`src/inc/xcalc_defs.svh`:
```
// constants for the accumulator and x register command executor
`ifndef XCALC_DEFS_SVH
`define XCALC_DEFS_SVH
`define OPC_XREG_ACCU_CALCULATE      8'h21
`define OPC_ACCU_AXIS      8'h22
`define OPC_ACCU_GLOBAL    8'h23
`define OPC_CLEAR_FLAGS    8'h24
`define STATUS_OK          8'h64
`define STATUS_BAD_VALUE   8'h04
`define STATUS_BAD_CMD     8'h02
`define BANK_ALLOWED_0     8'h00
`define BANK_ALLOWED_2     8'h02
`define BANK_ALLOWED_3     8'h03
`define FLAG_ALL           8'h00
`define FLAG_TIMEOUT_BIT   0
`define FLAG_ALARM_BIT     1
`define FLAG_DEVIATION_BIT 2
`define FLAG_POSITION_BIT  3
`define FLAG_SHUTDOWN_BIT  4
`define FLAG_COUNT         5
`define DIV_STEPS          6'd32
`define ACCU_RESET         32'h0000_0000
`define XREG_RESET         32'h0000_0000
`endif

```
`src/inc/xcalc_pkg.sv`:
```
// types for the accumulator and x register command executor
package xcalc_pkg;
    typedef enum logic [3:0] {
        OP_ADD  = 4'h0,
        OP_SUB  = 4'h1,
        OP_MUL  = 4'h2,
        OP_DIV  = 4'h3,
        OP_MOD  = 4'h4,
        OP_AND  = 4'h5,
        OP_OR   = 4'h6,
        OP_XOR  = 4'h7,
        OP_NOT  = 4'h8,
        OP_LOAD = 4'h9,
        OP_SWAP = 4'ha
    } xcalc_op_t;
    typedef enum logic [1:0] {
        ST_IDLE = 2'b00,
        ST_DIV  = 2'b01,
        ST_DONE = 2'b11
    } exec_state_t;
endpackage

```
`src/rtl/accu_xreg_exec.sv`:
```
// executor for x register calculation, accu transfers and flag clearing
`timescale 1ns/1ps
`include "xcalc_defs.svh"
// Summary of operation
// (RULE1) opcode 33 runs a calculation picked by type, accu first, x second.
// (RULE2) types 0..4 add, subtract, multiply, divide and modulo accu by x.
// (RULE3) types 5, 6, 7 give bitwise and, or, xor of accu with x.
// (RULE4) type 8 inverts the x register bitwise.
// (RULE5) type 9 copies accu into x and leaves accu alone.
// (RULE6) type 10 swaps accu and x in one step.
// (RULE7) arithmetic and logic results of types 0..7 land in the accumulator.
// (RULE8) opcode 34 writes accu to the axis parameter type for motor bank.
// (RULE9) opcode 35 writes accu to global parameter type in bank 0, 2 or 3.
// (RULE10) opcode 36 clears error flags chosen by type.
// (RULE11) clear type 0 clears all error flags at once.
// (RULE12) clear type 1 clears timeout only, type 2 external alarm only.
// (RULE13) clear type 3 clears deviation only, type 4 position error only.
// (RULE14) clear type 5 clears the shutdown flag only.
// (RULE15) each command answers: status 100 if valid, 4 for bad type or bank, 2 for bad opcode; value field meaningless.
// (RULE16) divide or modulo by zero keeps the accu and still completes.
// (RULE17) the issuer loads the accu before asking for a transfer.
module accu_xreg_exec (
    input  wire logic        mclk,
    input  wire logic        srst,
    input  wire logic        cmd_valid,
    output logic             cmd_ready,
    input  wire logic [7:0]  cmd_opcode,
    input  wire logic [7:0]  cmd_type,
    input  wire logic [7:0]  cmd_bank,
    input  wire logic [31:0] cmd_value,
    output logic             reply_valid,
    output logic [7:0]       reply_status,
    output logic [31:0]      reply_value,
    input  wire logic        accu_load,
    input  wire logic [31:0] accu_load_data,
    output logic [31:0]      accu,
    output logic [31:0]      xreg,
    output logic             axis_wr,
    output logic [7:0]       axis_param_num,
    output logic [7:0]       axis_motor,
    output logic [31:0]      axis_wdata,
    output logic             global_wr,
    output logic [7:0]       global_param_num,
    output logic [7:0]       global_bank,
    output logic [31:0]      global_wdata,
    input  wire logic [4:0]  error_set,
    output logic [4:0]       error_flags
);
    import xcalc_pkg::*;
    ////////////////////////////////////////////////////////////////////////
    // command decode
    xcalc_pkg::exec_state_t state_r;
    xcalc_pkg::exec_state_t state_nxt;
    logic [31:0] accu_r;
    logic [31:0] xreg_r;
    logic [4:0]  flags_r;
    logic [7:0]  op_r;
    logic        rep_v_r;
    logic [7:0]  rep_s_r;
    logic        ax_wr_r;
    logic        gl_wr_r;
    logic [7:0]  wp_num_r;
    logic [7:0]  wp_sel_r;
    logic [31:0] wdata_r;
    logic        div_start;
    logic        div_done;
    logic [31:0] div_q;
    logic [31:0] div_r;

    wire       take     = cmd_valid && cmd_ready;
    wire       is_accu_calculate  = cmd_opcode == `OPC_XREG_ACCU_CALCULATE;  // see RULE1
    wire       is_axis  = cmd_opcode == `OPC_ACCU_AXIS;
    wire       is_glob  = cmd_opcode == `OPC_ACCU_GLOBAL;
    wire       is_clr   = cmd_opcode == `OPC_CLEAR_FLAGS;
    wire       bank_ok  = cmd_bank == `BANK_ALLOWED_0 ||
                          cmd_bank == `BANK_ALLOWED_2 ||
                          cmd_bank == `BANK_ALLOWED_3;  // see RULE9
    wire       type_ok  = cmd_type <= 8'(OP_SWAP);
    wire       clr_ok   = cmd_type <= 8'h05;
    wire       xzero    = xreg_r == 32'h0;
    wire       is_divop = cmd_type == 8'(OP_DIV) || cmd_type == 8'(OP_MOD);
    wire       div_go   = take && is_accu_calculate && is_divop && !xzero;
    wire       op_ok    = (is_accu_calculate && type_ok) || is_axis ||
                          (is_glob && bank_ok) || (is_clr && clr_ok);
    wire [7:0] st_now   = op_ok ? `STATUS_OK
                        : ((is_accu_calculate || is_glob || is_clr) ? `STATUS_BAD_VALUE
                        : `STATUS_BAD_CMD);
    wire [63:0] prod    = $signed(accu_r) * $signed(xreg_r);

    // flag clear mask, one bit per flag; type g+1 clears bit g, type 0 clears all
    logic [4:0] clr_mask;
    genvar g;
    generate
        for (g = 0; g < `FLAG_COUNT; g = g + 1) begin : g_clr
            assign clr_mask[g] = take && is_clr &&
                (cmd_type == `FLAG_ALL ||  // see RULE11
                 cmd_type == 8'(g + 1));   // see RULE12 see RULE13 see RULE14
        end
    endgenerate
    ////////////////////////////////////////////////////////////////////////
    // alu
    logic [31:0] accu_nxt;
    logic [31:0] xreg_nxt;
    always_comb begin
        accu_nxt = accu_r;
        xreg_nxt = xreg_r;
        if (state_r == ST_DIV && div_done) begin
            accu_nxt = (op_r == 8'(OP_DIV)) ? div_q : div_r;  // see RULE7
        end else if (take && is_accu_calculate) begin
            case (cmd_type[3:0])
                OP_ADD:  accu_nxt = accu_r + xreg_r;           // see RULE2
                OP_SUB:  accu_nxt = accu_r - xreg_r;
                OP_MUL:  accu_nxt = prod[31:0];
                OP_AND:  accu_nxt = accu_r & xreg_r;           // see RULE3
                OP_OR:   accu_nxt = accu_r | xreg_r;
                OP_XOR:  accu_nxt = accu_r ^ xreg_r;
                OP_NOT:  xreg_nxt = ~xreg_r;                   // see RULE4
                OP_LOAD: xreg_nxt = accu_r;                    // see RULE5
                OP_SWAP: begin                                 // see RULE6
                    accu_nxt = xreg_r;
                    xreg_nxt = accu_r;
                end
                default: accu_nxt = accu_r;                    // see RULE16
            endcase
            if (!type_ok) begin
                accu_nxt = accu_r;
                xreg_nxt = xreg_r;
            end
        end else if (accu_load) begin
            accu_nxt = accu_load_data;
        end
    end
    always_comb begin
        state_nxt = state_r;
        case (state_r)
            ST_IDLE: begin
                if (div_go) begin
                    state_nxt = ST_DIV;
                end else if (take) begin
                    state_nxt = ST_DONE;
                end
            end
            ST_DIV: begin
                if (div_done) begin
                    state_nxt = ST_DONE;
                end
            end
            ST_DONE: state_nxt = ST_IDLE;
            default: state_nxt = ST_IDLE;
        endcase
    end
    assign div_start = div_go;
    ////////////////////////////////////////////////////////////////////////
    // state registers
    always_ff @(posedge mclk) begin
        if (srst) begin
            state_r <= ST_IDLE;
            accu_r  <= `ACCU_RESET;
            xreg_r  <= `XREG_RESET;
            op_r    <= 8'h0;
        end else begin
            state_r <= state_nxt;
            accu_r  <= accu_nxt;
            xreg_r  <= xreg_nxt;
            if (take) begin
                op_r <= cmd_type;
            end
        end
    end
    always_ff @(posedge mclk) begin
        if (srst) begin
            flags_r <= 5'h0;
        end else begin
            flags_r <= (flags_r & ~clr_mask) | error_set;  // see RULE10
        end
    end
    always_ff @(posedge mclk) begin
        if (srst) begin
            rep_s_r  <= 8'h0;
            ax_wr_r  <= 1'b0;
            gl_wr_r  <= 1'b0;
            wp_num_r <= 8'h0;
            wp_sel_r <= 8'h0;
            wdata_r  <= 32'h0;
        end else begin
            ax_wr_r <= take && is_axis;                    // see RULE8
            gl_wr_r <= take && is_glob && bank_ok;         // see RULE9
            if (take) begin
                rep_s_r  <= st_now;                        // see RULE15
                wp_num_r <= cmd_type;
                wp_sel_r <= cmd_bank;
                wdata_r  <= accu_r;                        // see RULE17
            end
        end
    end
    always_ff @(posedge mclk) begin
        if (srst) begin
            rep_v_r <= 1'b0;
        end else begin
            rep_v_r <= state_nxt == ST_DONE;
        end
    end
    ////////////////////////////////////////////////////////////////////////
    sdiv32 u_div (
        .mclk      (mclk),
        .srst      (srst),
        .start     (div_start),
        .dividend  (accu_r),
        .divisor   (xreg_r),
        .done      (div_done),
        .quotient  (div_q),
        .remainder (div_r)
    );
    assign cmd_ready        = state_r == ST_IDLE;
    assign reply_valid      = rep_v_r;
    assign reply_status     = rep_s_r;
    assign reply_value      = 32'h0;
    assign accu             = accu_r;
    assign xreg             = xreg_r;
    assign axis_wr          = ax_wr_r;
    assign axis_param_num   = wp_num_r;
    assign axis_motor       = wp_sel_r;
    assign axis_wdata       = wdata_r;
    assign global_wr        = gl_wr_r;
    assign global_param_num = wp_num_r;
    assign global_bank      = wp_sel_r;
    assign global_wdata     = wdata_r;
    assign error_flags      = flags_r;
endmodule

```
`src/rtl/sdiv32.sv`:
```
// signed 32-bit restoring divider, quotient truncates toward zero
`timescale 1ns/1ps
`include "xcalc_defs.svh"
module sdiv32 (
    input  wire logic        mclk,
    input  wire logic        srst,
    input  wire logic        start,
    input  wire logic [31:0] dividend,
    input  wire logic [31:0] divisor,
    output logic             done,
    output logic [31:0]      quotient,
    output logic [31:0]      remainder
);
    logic [31:0] rem_r;
    logic [31:0] quo_r;
    logic [31:0] dsr_r;
    logic [5:0]  cnt_r;
    logic        neg_q_r;
    logic        neg_r_r;
    logic        busy_r;
    logic        done_r;
    wire  [31:0] dd_abs = dividend[31] ? 32'(-dividend) : dividend;
    wire  [31:0] ds_abs = divisor[31] ? 32'(-divisor) : divisor;
    wire  [32:0] shifted = {rem_r, quo_r[31]};
    wire  [32:0] trial = shifted - {1'b0, dsr_r};
    wire         fits = ~trial[32];
    wire  [31:0] rem_nxt = fits ? trial[31:0] : shifted[31:0];
    wire  [31:0] quo_nxt = {quo_r[30:0], fits};
    ////////////////////////////////////////////////////////////////////////
    always_ff @(posedge mclk) begin
        if (srst) begin
            rem_r   <= 32'h0;
            quo_r   <= 32'h0;
            dsr_r   <= 32'h0;
            cnt_r   <= 6'h0;
            neg_q_r <= 1'b0;
            neg_r_r <= 1'b0;
            busy_r  <= 1'b0;
            done_r  <= 1'b0;
        end else if (start) begin
            rem_r   <= 32'h0;
            quo_r   <= dd_abs;
            dsr_r   <= ds_abs;
            cnt_r   <= `DIV_STEPS;
            neg_q_r <= dividend[31] ^ divisor[31];
            neg_r_r <= dividend[31];
            busy_r  <= 1'b1;
            done_r  <= 1'b0;
        end else if (busy_r) begin
            rem_r  <= rem_nxt;
            quo_r  <= quo_nxt;
            cnt_r  <= cnt_r - 6'd1;
            busy_r <= (cnt_r != 6'd1);
            done_r <= (cnt_r == 6'd1);
        end else begin
            done_r <= 1'b0;
        end
    end
    assign done      = done_r;
    assign quotient  = neg_q_r ? 32'(-quo_r) : quo_r;
    assign remainder = neg_r_r ? 32'(-rem_r) : rem_r;
endmodule

```
`config.mk`:
```
export PLATFORM = sky130hd
export DESIGN_NAME = accu_xreg_exec
export DESIGN_NICKNAME = d
export VERILOG_FILES = /design/src/inc/xcalc_pkg.sv /design/src/rtl/accu_xreg_exec.sv /design/src/rtl/sdiv32.sv
export VERILOG_INCLUDE_DIRS = /design/src /design/src/inc
export SDC_FILE = /design/constraint.sdc
export NUM_CORES = 2
export LEC_CHECK = 0
export CAP_MARGIN = 0
export CORE_MARGIN = 4
export CORE_UTILIZATION = 52
export CTS_CLUSTER_SIZE = 12
export DETAILED_ROUTE_END_ITERATION = 16
export DONT_BUFFER_PORTS = 1
export HOLD_SLACK_MARGIN = 0.12
export PLACE_DENSITY = 0.65
export SYNTH_ARGS = -nofsm -noshare
export SYNTH_HDL_FRONTEND = slang
export SYNTH_SLANG_ARGS = --single-unit
```
`constraint.sdc`:
```
create_clock -name mclk -period 20.5 [get_ports mclk]
set_input_delay 4.1 -clock mclk [delete_from_list [all_inputs] [get_ports mclk]]
set_output_delay 4.1 -clock mclk [all_outputs]
set_load 0.03 [all_outputs]
```
# After elaboration in Yosys (flattened, before gate mapping)
# Index checks and enable logic that the tools add are counted.
# word_totals
register_bits,236
latch_bits,0
mem_bits_rw,0
rom_bits,0
input_bits,97
output_inout_bits,209
elab_cells,136
mem_count,0
# classes
n_addsub,8
multipliers,1
n_div,0
order_cmp,2
eq_ne,26
shift,0
mux,24
n_bitwise,11
n_reduce_logical,44
# op_table
op,n
two-way mux 32 bit,12
case mux 32 bit (7 select lines),1
negator 32 bit,4
case mux 32 bit (2 select lines),1
"== test 8 x 2 -> 1 bit, second input constant",5
subtractor 33 x 32 -> 33 bit,1
adder 32 bit,1
bitwise AND 32 bit,1
"== test 8 x 6 -> 1 bit, second input constant",4
zero test 32 bit,1
multiplier 32 x 32 -> 32 bit,1
NOT 32 bit,1
bitwise OR 32 bit,1
subtractor 32 bit,1
XOR 32 bit,1
logical AND 1 bit,17
"== test 8 x 3 -> 1 bit, second input constant",2
zero test 8 bit,2
logical OR 1 bit,13
"== test 4 x 3 -> 1 bit, second input constant",3
"== test 4 bit, second input constant",3
two-way mux 6 bit,2
"inequality test 9 x 1 -> 1 bit, second input constant",1
"== test 8 x 1 -> 1 bit, second input constant",1
29 further kinds,36

# Longest topological paths before layout
# logic_depth
ltp_word,8
mapped_depth,29
mapped_depth_nobuf,27

# By module
# A second synthesis with hierarchy kept.
# unflattened
cells_unflattened,4362
hier_area_um2,34707.0
# modules_own_cells
module,n_inst,cells_per_inst,area_per_inst_um2,seq_area_each_um2
accu_xreg_exec,1,3265,26117.5,2502.4
sdiv32,1,1097,8589.5,2122.0

# Worst setup path after synthesis
# Ideal clock, no wire load.
# synth_timing
path_type,input port to flip-flop
from,input cmd_type[1]
to,"register accu_r[29], in the netlist accu[29]"
setup_time_ns,0.138
t_arrival_ns,7.817
required_time_ns,20.362
slack_ns,12.545
stages,17
path_buffers,3
path_cell_list,clkbuf_1 nand2b_1 or3_1 clkbuf_1 clkbuf_1 mux2i_1 ha_1 nor2b_1 o31a_1 o311ai_0 a21oi_1 a311o_1 a41oi_1 o21bai_1 nor4b_1 nor4b_2 a221oi_1
# synth_via
elab_chain_cells,5
elab_cells_between_ends,15
classes_between,1 x order compare; 8 x eq/ne; 4 x mux; 2 x reduce/logical
# synth_lines
element,line_no,source
start: declaration,accu_xreg_exec.sv:28,"input wire logic [7:0] cmd_type,"
branches (longest 5 deep; another with less-or-equal comparator 8 x 4 -> 1 bit),-,
end signal: assignment,accu_xreg_exec.sv:158,accu_r <= `ACCU_RESET;
end signal: assignment,accu_xreg_exec.sv:163,accu_r <= accu_nxt;
end: declaration,accu_xreg_exec.sv:54,logic [31:0] accu_r;
# Parallel ways; which one is timed is not known. The select of a mux whose other input is x is not followed.
# A chain may end at the register's enable or synchronous reset.

# Worst setup path in the final report
# layout_timing
from,"register accu_r[7], in the netlist accu[7]"
to,"register accu_r[31], in the netlist accu[31]"
# layout_via
elab_chain_cells,5
elab_cells_between_ends,7
classes_between,2 x add/sub; 1 x mul; 4 x mux
# layout_lines
element,line_no,source
multiplier 32 x 32 -> 32 bit (tied with other cells),accu_xreg_exec.sv:88,wire [63:0] prod = $signed(accu_r) * $signed(xreg_r);
case mux 32 bit (7 select lines) *,accu_xreg_exec.sv:110,case (cmd_type[3:0])
two-way mux 32 bit *,accu_xreg_exec.sv:125,if (!type_ok) begin
two-way mux 32 bit *,accu_xreg_exec.sv:109,end else if (take && is_accu_calculate) begin
two-way mux 32 bit *,accu_xreg_exec.sv:107,if (state_r == ST_DIV && div_done) begin
# Mark *: on every way between the ends. The rest lies on a longest branch, timed or not. The select of a mux whose other input is x is not followed.

==> flow_summary.ini <==
[clock_tree]
numCtsBuffers = 28
cts_setup_buffers = 0
cts_tree = built
cts_resized = 0
cts.clk_slew.worst_paths_ns = 0.06
clockBufferDepth = 3
cts_sinks = 231
hold_buffers = 0
h-tree-depth = 1
cts_root_buffer = clkbuf_16
clk_latency_ns = 0.63

[routing]
wl_per_cell_um = 25.7
route.detailed.drc = 0
detail_route.iter0.violations = 3767
vias = 30994
postRouteWirelength_um = 129000
firstDrtPassIters = 8
ant_nets = 0
vias_per_cell = 6.15

[min_path]
hold_depth = 2
hold_path.class = reg2reg

[synthesis]
synth_xor_xnor_area_share_pct = 7.20
ys_types = 80
post_synth.cell_area_avg_um2 = 7.87
synth_top_area_cell = fa_1
seq_area_frac_synth_pct = 13.5
synth_compound_area_share_pct = 15.6
async_reset_ff_share_pct = 0
synthTopCellsByArea = fa_1, dfxtp_1, ha_1
synth_edf_count = 0
netlist.area_leader.share_pct = 24.0
synth_warnings = 0
synthMuxAreaShare_pct = 1.76
synth_top_family_by_area = adder cells
synth_seq_cells = 231
synthAdderAreaFrac_pct = 34.4
ys.flop_type = dfxtp_1
syn_inst = 4346
netlist_area_um2 = 34200
synth-simple-area-share_pct = 16.5

[floorplan]
fp.dieW_um = 264
start_util_pct = 52.8
die_h_um = 264
rows = 93
core_um2 = 64800
dieArea_um2 = 69900
io-pin-count = 306

[placed_design]
postPlaceCellArea_um2 = 34600
place.gp.congestion = 0.987
dp.final_hpwl_um = 93000
port_buffers = 0

[timing]
finalHoldViolCount = 0
fmax_ghz = 0.111
slew_headroom_pct = 17.8
worst_slew_pin_slew_ns = 1.23
fin_setup_tns_ns = 0
setup_viol = 0
final_max_slew_viol_count = 0
whs_ns = 0.451
fin_crit_sh_pct = 44.0
rsz0062_at_grt = false
layout_min_cycle_time_ns = 9.01
finClkSkew_ns = 0.0592

[status]
status = complete, no violations

[finish]
drive_gt1_share_pct = 4.58
final_nets = 4944
final_cell_area_um2 = 35600
syn2layout_area_growth_pct = 4.06

[critical_path]
slowest_delay_ns = 0.81
critical_path_class = reg2reg
ff2ff_path_depth = 27
cp_max_fo = 19
critPathArrivalTime_ns = 9.53
critPathTopFamily = adder cells
cp_common_cell = fa_1
required_ns = 21.02
worst-path-stages = 27
start_kind = flop
slowest_stage = dfxtp_1
endpoint_kind = flop
path_buf_inv = 7

[global_routing]
overflow = 0
antenna_found_initial = 19
grt.total_usage_pct = 36.0
grt_pass1_wl_um = 192000
grt_max_degree = 199
grt_pass1_vias = 29712

[job]
maxCapViolCount = 0

[pwr]
p_leak_nw = 15.8
p_total_mw = 1.23
ir_drop_mv = 0.0734
power.density_nw_per_um2 = 34.7
## final cells by class
class                      instances  area (um2)
tap                              855        1070
multi-input combinational       3240       26000
antenna                           15        37.5
fill                            6176       29200
timing repair buffer             106         796
inverter                         546        2050
clock inverter                     7         123
clock buffer                      41         830
sequential                       231        4630
## cell families after synthesis
kind of cell	after synthesis
buffers and inverters	910
multiplexers	60
flip-flops	231
AO/OA/AOI/OAI	842
AND/OR/NAND/NOR	1327
XOR/XNOR	281
adder cells (fa/ha/maj)	694
other	1
## state kept, by name, summed over array words and instances (netlist names), 2 cells and up
signal	cells
state_r	2
xreg	32
axis_motor	8
u_div.dsr_r	32
axis_param_num	8
reply_status	3
error_flags	5
axis_wdata	32
u_div.quo_r	32
u_div.cnt_r	6
accu	32
u_div.rem_r	32
## cell usage in the layout (no fill, tap or decap), types with 9 or more instances in the layout
cell type,netlist,routed
nor2b_1,13,13
o21ai_0,156,156
nand4_1,14,14
xor2_1,64,63
a21oi_1,301,299
diode_2,0,15
o2111ai_1,23,23
buf_4,86,106
clkinv_1,17,17
and3_1,9,9
o211ai_1,36,36
nor2_1,538,534
nor4_1,17,17
xnor2_1,217,217
a21o_1,37,37
a211oi_1,77,76
o31ai_1,43,43
o21bai_1,9,9
o21a_1,19,19
or3_1,23,23
inv_1,527,527
a22oi_1,19,19
conb_1,1,36
clkbuf_16,0,28
a31oi_1,16,16
or4_1,12,12
nand2_1,511,508
nor3_1,44,40
o41ai_1,15,15
fa_1,410,410
nand2b_1,32,32
mux2i_1,59,59
nand3_1,69,69
ha_1,284,284
dfxtp_1,231,227
a221oi_1,31,31
## final timing paths
kind | from | to | slack [ns]
max | accu[7]$_SDFFE_PP0P_ | accu[31]$_SDFFE_PP0P_ | 11.49
min | u_div.dsr_r[2]$_SDFFE_PP0P_ | u_div.dsr_r[2]$_SDFFE_PP0P_ | 0.45
max reg2reg | accu[7]$_SDFFE_PP0P_ | accu[31]$_SDFFE_PP0P_ | 11.49
min reg2reg | u_div.dsr_r[2]$_SDFFE_PP0P_ | u_div.dsr_r[2]$_SDFFE_PP0P_ | 0.45
## worst min-delay path, stage by stage (launching register included)
cell and delay (ns):
dfxtp_1 0.31, nand2_1 0.05, a21oi_1 0.05
## Yosys cell counts, drive strengths merged, types with 77 or more instances
master / number
ha: 284
xnor2: 217
buf: 122
clkbuf: 242
nor2: 539
nand2: 511
a211oi: 77
a21oi: 301
fa: 410
inv: 529
dfxtp: 231
o21ai: 156
## power by group
part           switching (mW)  total, mW  internal, mW
Clock                   0.224      0.530         0.305
Sequential             0.0315      0.490         0.458
Combinational           0.156      0.214        0.0575
Total                   0.412       1.23         0.821
## per-stage QoR
step / worst slack [ns] / util [%] / instances
global route: 11.24 / 54.9 / 5035
finish: 11.49 / 54.9 / 5041
detailed placement: 11.68 / 53.4 / 4978
global placement: 11.74 / 53.4 / 4978
floorplan: 12.55 / - / 4381
CTS: 11.66 / 54.8 / 5026
## routing by layer
metal | GRT usage [%] | vias to the layer above | share of wire, %
li1 | - | 13728 | -
met1 | 48.5 | 15008 | 39
met2 | 53.4 | 1814 | 42
met3 | 9.11 | 438 | 12
met4 | 19.1 | 6 | 6.9
met5 | 0 | - | 0.036
(Power assumes the default switching activity.)
